**config.mk**
```make
export PLATFORM = sky130hd
export DESIGN_NAME = adchp_host_port
export DESIGN_NICKNAME = d
export VERILOG_FILES = /design/src/rtl/adchp_pkg.sv /design/src/rtl/adchp_pin_sync.sv /design/src/rtl/adchp_host_port.sv
export SDC_FILE = /design/constraint.sdc
export NUM_CORES = 1
export LEC_CHECK = 0
export ABC_AREA = 1
export BUFFER_PORTS_ARGS = -buffer_cell sky130_fd_sc_hd__clkbuf_2
export CAP_MARGIN = 20
export CORE_MARGIN = 5
export CORE_UTILIZATION = 36
export DETAILED_ROUTE_END_ITERATION = 10
export SYNTH_ARGS = -nofsm -noshare
export SYNTH_HDL_FRONTEND = slang
export SYNTH_SLANG_ARGS = --single-unit
```
**constraint.sdc**
```tcl
create_clock -name clk_in -period 4.7 [get_ports clk_in]
set_clock_uncertainty 0.15 [all_clocks]
set_input_delay 0.705 -clock clk_in [delete_from_list [all_inputs] [get_ports clk_in]]
set_output_delay 0.705 -clock clk_in [all_outputs]
set_load 0.1 [all_outputs]
```
**src/rtl/adchp_pkg.sv**
```systemverilog
// How it works
// - bit0 one resets device until zero
// - bit1 one clears sync generator
// - bit6 one: write pin means direction
// - bit6 zero: separate read, write pins
// - bit7 picks two's complement or binary
// - bit8 calibrates offset, later results subtract it
// - read strobe starts on last select, write idle
// - read strobe ends on first inactive input
// - active read strobe drives result onto bus
// - write strobe starts on last select, read idle
// - write strobe end loads addressed register
// - read start drops result pending flag quickly
package adchp_pkg;
    // bus and register widths
    localparam int WORD_W = 12;
    localparam int CFG_W  = 10;
    localparam int RES_W  = 10;

    // register address field of the bus word
    localparam int         ADDR_HI  = 11;
    localparam int         ADDR_LO  = 10;
    localparam logic [1:0] CR1_ADDR = 2'h1;

    // field positions of the second control register
    localparam int SOFT_RST_BIT = 0;
    localparam int SYNC_CLR_BIT = 1;
    localparam int DIR_SEL_BIT  = 6;
    localparam int FMT_SEL_BIT  = 7;
    localparam int OFS_CAL_BIT  = 8;

    // reset value, writable bits, fixed reserved ones
    localparam logic [CFG_W-1:0] CFG_RST   = 10'h030;
    localparam logic [CFG_W-1:0] CFG_WMASK = 10'h1c3;
    localparam logic [CFG_W-1:0] CFG_FIXED = 10'h030;

    // result midscale and twos complement sign flip
    localparam logic [RES_W-1:0] RES_MID = 10'h200;

    // idle levels of {select_low_n, select_high, rd_n, wr_n}
    localparam logic [3:0] CTL_IDLE = 4'hb;

    // timing
    localparam int CLK_PERIOD_NS = 100;
    localparam int PEND_CLR_NS   = 12;
    localparam int PEND_CLR_CYC  = (PEND_CLR_NS + CLK_PERIOD_NS - 1) / CLK_PERIOD_NS < 1 ? 1 :
                                   (PEND_CLR_NS + CLK_PERIOD_NS - 1) / CLK_PERIOD_NS;

    // offset calibration states
    typedef enum logic [1:0] {
        ADCHP_CAL_IDLE = 2'h1,
        ADCHP_CAL_ZERO = 2'h2
    } adchp_cal_t;
endpackage

```
**src/rtl/adchp_pin_sync.sv**
```systemverilog
`timescale 1ns/1ps
module adchp_pin_sync #(
    parameter int         W   = 1,
    parameter logic [W-1:0] RST = '0
) (
    input  wire logic         clk_in,
    input  wire logic         resetn_in,
    input  wire logic [W-1:0] pin_in,
    output logic      [W-1:0] level_out
);
    logic [W-1:0] ff1_reg;
    logic [W-1:0] ff2_reg;
    logic [W-1:0] ff3_reg;
    logic [W-1:0] level_reg;

    genvar i;
    generate
        for (i = 0; i < W; i++) begin : g_bit
            // three stages; level taken once stages two and three agree
            always_ff @(posedge clk_in or negedge resetn_in) begin
                if (!resetn_in) begin
                    ff1_reg[i]   <= RST[i];
                    ff2_reg[i]   <= RST[i];
                    ff3_reg[i]   <= RST[i];
                    level_reg[i] <= RST[i];
                end else begin
                    ff1_reg[i] <= pin_in[i];
                    ff2_reg[i] <= ff1_reg[i];
                    ff3_reg[i] <= ff2_reg[i];
                    if (ff2_reg[i] == ff3_reg[i]) begin
                        level_reg[i] <= ff3_reg[i];
                    end
                end
            end
        end
    endgenerate

    assign level_out = level_reg;
endmodule

```
**src/rtl/adchp_host_port.sv**
```systemverilog
`timescale 1ns/1ps
module adchp_host_port (
    input  wire logic                         clk_in,
    input  wire logic                         resetn_in,
    input  wire logic                         select_low_n_in,
    input  wire logic                         select_high_in,
    input  wire logic                         rd_n_in,
    input  wire logic                         wr_n_in,
    input  wire logic [adchp_pkg::WORD_W-1:0] data_in,
    input  wire logic [adchp_pkg::RES_W-1:0]  result_in,
    input  wire logic                         result_valid_in,
    output logic      [adchp_pkg::WORD_W-1:0] data_out,
    output logic                              data_oe_n_out,
    output logic                              result_pending_flag_out,
    output logic                              device_reset_out,
    output logic                              sync_gen_clear_out,
    output logic                              number_format_sel_out,
    output logic                              force_zero_out
);
    localparam int PEND_DLY = adchp_pkg::PEND_CLR_CYC;

    logic [3:0]                         ctl_sync;
    logic [adchp_pkg::WORD_W-1:0]       data_sync;
    logic                               cs_ok;
    logic                               dir_comb;
    logic                               rd_req;
    logic                               wr_req;
    logic                               rd_int_reg;
    logic                               rd_int_next;
    logic                               wr_int_reg;
    logic                               wr_int_next;
    logic                               rd_rise;
    logic                               wr_commit;
    logic                               cr1_hit;
    logic [adchp_pkg::WORD_W-1:0]       wr_word_reg;
    logic [adchp_pkg::WORD_W-1:0]       wr_word_next;
    logic [adchp_pkg::CFG_W-1:0]        cfg_reg;
    logic [adchp_pkg::CFG_W-1:0]        cfg_next;
    logic [adchp_pkg::CFG_W-1:0]        cfg_written;
    logic                               soft_rst;
    logic                               soft_rst_load;
    logic                               soft_rst_any;
    logic                               cal_start;
    adchp_pkg::adchp_cal_t              cal_reg;
    adchp_pkg::adchp_cal_t              cal_next;
    logic [adchp_pkg::RES_W-1:0]        offset_reg;
    logic [adchp_pkg::RES_W-1:0]        offset_next;
    logic [adchp_pkg::RES_W-1:0]        corr_word;
    logic [adchp_pkg::RES_W-1:0]        fmt_word;
    logic [adchp_pkg::RES_W-1:0]        stage_reg;
    logic [adchp_pkg::RES_W-1:0]        stage_next;
    logic [adchp_pkg::RES_W-1:0]        hold_reg;
    logic [adchp_pkg::RES_W-1:0]        hold_next;
    logic                               user_result;
    logic                               pend_reg;
    logic                               pend_next;
    logic [adchp_pkg::WORD_W-1:0]       dout_reg;
    logic [adchp_pkg::WORD_W-1:0]       dout_next;
    logic                               oe_n_reg;

    // pin synchronisers for strobes and bus
    adchp_pin_sync #(
        .W   (4),
        .RST (adchp_pkg::CTL_IDLE)
    ) u_ctl_sync (
        .clk_in    (clk_in),
        .resetn_in (resetn_in),
        .pin_in    ({select_low_n_in, select_high_in, rd_n_in, wr_n_in}),
        .level_out (ctl_sync)
    );

    adchp_pin_sync #(
        .W   (adchp_pkg::WORD_W),
        .RST ('0)
    ) u_data_sync (
        .clk_in    (clk_in),
        .resetn_in (resetn_in),
        .pin_in    (data_in),
        .level_out (data_sync)
    );

    // pin decode: both selects, then strobe meaning by mode
    assign cs_ok    = !ctl_sync[3] && ctl_sync[2];
    assign dir_comb = cfg_reg[adchp_pkg::DIR_SEL_BIT];
    assign rd_req   = dir_comb ? ctl_sync[0] : !ctl_sync[1];
    assign wr_req   = !ctl_sync[0];

    // internal strobes: start only if the other strobe is idle
    assign rd_int_next = cs_ok && rd_req && (rd_int_reg || !wr_req);
    assign wr_int_next = cs_ok && wr_req && (wr_int_reg || !rd_req);
    assign rd_rise     = rd_int_next && !rd_int_reg;
    assign wr_commit   = wr_int_reg && !wr_int_next;

    // latch bus word while the write strobe is active
    assign wr_word_next = wr_int_next ? data_sync : wr_word_reg;

    // register update on strobe end, address field selects
    assign cr1_hit     = wr_word_reg[adchp_pkg::ADDR_HI:adchp_pkg::ADDR_LO]
                         == adchp_pkg::CR1_ADDR;
    assign cfg_written = (wr_word_reg[adchp_pkg::CFG_W-1:0] & adchp_pkg::CFG_WMASK)
                         | adchp_pkg::CFG_FIXED;
    assign cfg_next    = !(wr_commit && cr1_hit) ? cfg_reg :
                         cfg_written[adchp_pkg::SOFT_RST_BIT] ?
                         (adchp_pkg::CFG_RST | 10'h001) : cfg_written;
    assign soft_rst    = cfg_reg[adchp_pkg::SOFT_RST_BIT];

    // soft reset also acts in the cycle of the write that sets it
    assign soft_rst_load = wr_commit && cr1_hit
                           && cfg_written[adchp_pkg::SOFT_RST_BIT];
    assign soft_rst_any  = soft_rst || soft_rst_load;

    // offset calibration sequence
    assign cal_start   = wr_commit && cr1_hit && !cfg_written[adchp_pkg::SOFT_RST_BIT]
                         && cfg_written[adchp_pkg::OFS_CAL_BIT];
    assign cal_next    = soft_rst_any ? adchp_pkg::ADCHP_CAL_IDLE :
                         cal_start ? adchp_pkg::ADCHP_CAL_ZERO :
                         (cal_reg == adchp_pkg::ADCHP_CAL_ZERO && result_valid_in) ?
                         adchp_pkg::ADCHP_CAL_IDLE : cal_reg;
    assign offset_next = soft_rst_any ? '0 :
                         (cal_reg == adchp_pkg::ADCHP_CAL_ZERO && result_valid_in) ?
                         result_in - adchp_pkg::RES_MID : offset_reg;

    // result path: subtract offset, then pick number format
    assign corr_word   = result_in - offset_reg;
    assign fmt_word    = cfg_reg[adchp_pkg::FMT_SEL_BIT] ? corr_word
                         : corr_word ^ adchp_pkg::RES_MID;
    assign user_result = result_valid_in && !soft_rst
                         && cal_reg == adchp_pkg::ADCHP_CAL_IDLE;
    assign stage_next  = user_result ? fmt_word : stage_reg;
    assign hold_next   = rd_int_reg ? hold_reg : stage_reg;

    // pending flag: a new result wins over a read start
    assign pend_next   = soft_rst_any ? 1'b0 :
                         user_result ? 1'b1 :
                         rd_rise ? 1'b0 : pend_reg;

    // bus drive while the read strobe is active
    assign dout_next   = rd_int_next ? {2'h0, hold_next} : '0;

    // strobe state
    always_ff @(posedge clk_in or negedge resetn_in) begin
        if (!resetn_in) begin
            rd_int_reg  <= 1'b0;
            wr_int_reg  <= 1'b0;
            wr_word_reg <= '0;
        end else begin
            rd_int_reg  <= rd_int_next;
            wr_int_reg  <= wr_int_next;
            wr_word_reg <= wr_word_next;
        end
    end

    // control register and calibration
    always_ff @(posedge clk_in or negedge resetn_in) begin
        if (!resetn_in) begin
            cfg_reg    <= adchp_pkg::CFG_RST;
            cal_reg    <= adchp_pkg::ADCHP_CAL_IDLE;
            offset_reg <= '0;
        end else begin
            cfg_reg    <= cfg_next;
            cal_reg    <= cal_next;
            offset_reg <= offset_next;
        end
    end

    // result words, flag and bus outputs
    always_ff @(posedge clk_in or negedge resetn_in) begin
        if (!resetn_in) begin
            stage_reg <= '0;
            hold_reg  <= '0;
            pend_reg  <= 1'b0;
            dout_reg  <= '0;
            oe_n_reg  <= 1'b1;
        end else begin
            stage_reg <= stage_next;
            hold_reg  <= hold_next;
            pend_reg  <= pend_next;
            dout_reg  <= dout_next;
            oe_n_reg  <= !rd_int_next;
        end
    end

    // outputs straight from flops
    assign data_out                = dout_reg;
    assign data_oe_n_out           = oe_n_reg;
    assign result_pending_flag_out = pend_reg;
    assign device_reset_out        = cfg_reg[adchp_pkg::SOFT_RST_BIT];
    assign sync_gen_clear_out      = cfg_reg[adchp_pkg::SYNC_CLR_BIT];
    assign number_format_sel_out   = cfg_reg[adchp_pkg::FMT_SEL_BIT];
    assign force_zero_out          = cal_reg[1];

    // checks
    rd_start_ok_a: assert property (@(posedge clk_in) disable iff (!resetn_in)
        $rose(rd_int_reg) |-> $past(cs_ok && rd_req && !wr_req))
        else $error("read strobe started without selects or with write active");

    rd_stop_a: assert property (@(posedge clk_in) disable iff (!resetn_in)
        !(cs_ok && rd_req) |=> !rd_int_reg)
        else $error("read strobe did not end with its inputs");

    rd_drive_a: assert property (@(posedge clk_in) disable iff (!resetn_in)
        $rose(rd_int_reg) |-> !data_oe_n_out
        && data_out[adchp_pkg::RES_W-1:0] == $past(stage_reg))
        else $error("read strobe did not drive held result");

    wr_start_ok_a: assert property (@(posedge clk_in) disable iff (!resetn_in)
        $rose(wr_int_reg) |-> $past(cs_ok && wr_req && !rd_req))
        else $error("write strobe started without selects or with read active");

    wr_load_a: assert property (@(posedge clk_in) disable iff (!resetn_in)
        wr_commit && cr1_hit && !wr_word_reg[0] |=>
        cfg_reg[8:6] == $past(wr_word_reg[8:6]) && cfg_reg[5:4] == 2'h3)
        else $error("write strobe end did not load register");

    soft_rst_hold_a: assert property (@(posedge clk_in) disable iff (!resetn_in)
        soft_rst |-> cfg_reg[9:1] == adchp_pkg::CFG_RST[9:1]
        && cal_reg == adchp_pkg::ADCHP_CAL_IDLE && !result_pending_flag_out)
        else $error("soft reset did not hold reset values");

    sync_clr_a: assert property (@(posedge clk_in) disable iff (!resetn_in)
        wr_commit && cr1_hit && wr_word_reg[1] && !wr_word_reg[0] |=> sync_gen_clear_out)
        else $error("sync generator clear not set by write");

    dir_mode_a: assert property (@(posedge clk_in) disable iff (!resetn_in)
        dir_comb && cs_ok |=> rd_int_reg == $past(ctl_sync[0]))
        else $error("combined direction pin decoded wrongly");

    sep_mode_a: assert property (@(posedge clk_in) disable iff (!resetn_in)
        !dir_comb && cs_ok && ctl_sync[0] |=> rd_int_reg == !$past(ctl_sync[1]))
        else $error("separate read pin decoded wrongly");

    fmt_sel_a: assert property (@(posedge clk_in) disable iff (!resetn_in)
        user_result |=> stage_reg[9] == ($past(corr_word[9]) ^ !$past(cfg_reg[7])))
        else $error("result format sign bit wrong");

    ofs_cap_a: assert property (@(posedge clk_in) disable iff (!resetn_in)
        cal_reg == adchp_pkg::ADCHP_CAL_ZERO && result_valid_in && !soft_rst_any |=>
        offset_reg == $past(result_in) - adchp_pkg::RES_MID
        && !force_zero_out
        && !result_pending_flag_out == !($past(pend_reg) && !$past(rd_rise)))
        else $error("offset not captured from zero conversion");

    pend_clr_a: assert property (@(posedge clk_in) disable iff (!resetn_in)
        rd_rise && !user_result |-> ##PEND_DLY !result_pending_flag_out)
        else $error("pending flag not dropped at read start");

    addr_ignore_a: assert property (@(posedge clk_in) disable iff (!resetn_in)
        wr_commit && !cr1_hit |=> cfg_reg == $past(cfg_reg))
        else $error("foreign address changed the register");

    bus_idle_a: assert property (@(posedge clk_in) disable iff (!resetn_in)
        data_oe_n_out |-> data_out == 12'h000)
        else $error("data driven while output buffers off");

    read_seen_c:  cover property (@(posedge clk_in) disable iff (!resetn_in)
        $rose(rd_int_reg) && result_pending_flag_out);
    write_seen_c: cover property (@(posedge clk_in) disable iff (!resetn_in)
        wr_commit && cr1_hit);
    cal_seen_c:   cover property (@(posedge clk_in) disable iff (!resetn_in)
        $fell(force_zero_out));
    comb_rd_c:    cover property (@(posedge clk_in) disable iff (!resetn_in)
        dir_comb && $rose(rd_int_reg));
endmodule

```
==> qor.csv <==
metric;value;unit
antenna_found_initial;0;
fp-row-count;38;
finalSetupViolCount;0;
grt_pass1_vias;2538;
gr-usage-met2;17.88;%
crit-reg2reg-launch;rd_int_reg$_DFF_PN0_;
die_h;114.4;um
reg2reg_depth;7;
hold_viol;0;
post_cts_buffers;0;
grt_usage;11.21;%
start_util;36.48;%
nNetsFinal;447;
crit_buf_inv;1;
maxCapViolations;0;
synth-main-ff-cell;dfrtp_1;
cp_slowest_stage_delay;530;ps
critPathTopFamily;flip-flops;
vias;2474;
cts_max_level;3;
hold_path_depth;0;
max_clock_freq;457.2;MHz
cts_hold_buf;0;
start_kind;flip-flop;
antenna_cells;0;
ys_seq_elements;101;
numCtsBuffers;9;
cts_sinks;101;
p_per_area;537.6;nW/um^2
met1_usage;14.38;%
gp_congestion;0.8873;
port_buffers;39;
grt.busiest_layer;met2;
grt_overflow_total;0;
power;2408;uW
synthCells;363;
synth_top_area_cell;dfrtp_1;
path_depth;1;
fin_hold_ws;207.2;ps
drt_iter0_drc;133;
core-area;10750;um^2
route.detailed.wl_per_inst;11.94;um
ys_seq_area_share;64.92;%
tightest_slew;912.9;ps
area_growth;14.27;%
cts.clk_slew.worst_paths;100;ps
critPathMaxFanout;1;
final_cell_mix;dfrtp_1, nand2_1, inv_1;
worst_ep_arrival_time;1330;ps
drive_gt1_share;22.03;%
ff2ff_setup_slack;2840;ps
grt_setup_unrepaired;no;
clockBufferDepth;2;
required;3850;ps
die_w;114.4;um
grt_pass1_wl;11.74;mm
path_cells;clkbuf_2;
cts-root-buf;clkbuf_8;
ioPinCount;47;
ir_drop;0.0002492;V
synth_enable_flop_cells;0;
finalCriticalPeriod;2187;ps
firstDrtPassIters;4;
crit_type;reg2out;
hold_end;u_data_sync.ff2_reg[0]$_DFF_PN0_;
final_util;41.69;%
final_area;4479;um^2
layout_commonest_cell;dfrtp_1;
vias_per_cell;4.474;
outcome;finished clean;
synth.avg_cell_area;10.80;um^2
worstHoldStart;u_data_sync.ff1_reg[0]$_DFF_PN0_;
clkLatencyLatePin;360;ps
endpoint_kind;output pin;
die_area;13080;um^2
holdCritPathClass;reg2reg;
routed_wl;6.604;mm
crit_slowest_cell;dfstp_2;
ctsResizeCount;0;
p_leak;0.002213;uW
ys.warnings.count;0;
netlist.area_leader.share;55.54;%
finalMaxSlewViolations;0;
slew_headroom;39.14;%
async_flop_share;100.0;%
grt_start_max_net_pins;77;
drc;0;
drtAntennaViolNets;0;
cts_tree;yes;
final.setup.tns;0;ps
critical_path.reg2reg.endpoint;result_pending_flag_out$_DFFE_PN0P_;
timing.final.crit_share;46.54;%
place_hpwl;4.799;mm
grt_util_met3;3.647;%
synthesis.area;3920;um^2
place_area;4262;um^2
synth_area_leaders;dfrtp_1, dfstp_2, nand2_1, inv_1, o21ai_0;
yosysUniqueCellTypes;33;
kinds of logic after synthesis:
group	synth area share [%]
AOI/OAI and AO/OA	6.958
xor gates and xnor gates	0.6704
adders and majority gates	6.192
buffers and inverters	5.585
DFF	64.92
other	0.09566
and+or+nand+nor	15.58
metrics by stage:
| stage | setup slack (ps) | std cells |
|---|---|---|
| 6_report | 2513 | 553 |
| 5_1_grt | 2475 | 553 |
| 4_1_cts | 2485 | 553 |
| 3_5_place_dp | 2381 | 537 |
| 3_3_place_gp | 2377 | 537 |
| 2_1_floorplan | 2622 | 364 |
Yosys cell counts, types with 2 or more instances:
library cell	n
nand4_1	4
dfrtp_1	87
o21ai_2	2
ha_1	9
or2_2	10
a21o_1	2
nand3_1	22
a21oi_1	7
buf_4	2
clkbuf_1	3
o21ai_0	26
maj3_1	11
dfstp_2	14
nand2_1	72
inv_1	43
inv_2	4
xnor2_1	3
nor2_1	23
a31oi_1	2
o21ai_1	3
a22o_1	2
final cells by class:
type                       instances  area [um^2]
clock buffer                       9        123.9
timing repair buffer              40        205.2
clock inverter                     7        93.84
tap                              140        175.2
multi-input combinational        209         1160
inverter                          47        176.4
fill                            1062         6266
sequential                       101         2545
where the power goes:
group          switching (uW)  internal (uW)  total, uW
clock                     321            261        582
sequential               84.5           1060       1150
combinational             487            191        678
total                     893           1520       2410
worst max path at each step:
stage                            startpoint                       end  slack (ps)
floorplan                      result_in[0]  stage_reg[8]$_DFFE_PN0P_        2620
global placement               result_in[0]  stage_reg[8]$_DFFE_PN0P_        2380
detailed placement             result_in[0]  stage_reg[8]$_DFFE_PN0P_        2380
CTS                 data_oe_n_out$_DFF_PN1_             data_oe_n_out        2490
global route        data_oe_n_out$_DFF_PN1_             data_oe_n_out        2480
finish              data_oe_n_out$_DFF_PN1_             data_oe_n_out        2510
routing by layer:
| metal | vias up | wire [um] |
|---|---|---|
| li1 | 1250 | - |
| met3 | 6 | 342 |
| met4 | 0 | 69 |
| met5 | - | 0 |
| met2 | 48 | 3144 |
| met1 | 1170 | 3049 |
No activity file was read; power rests on OpenSTA's default activity.
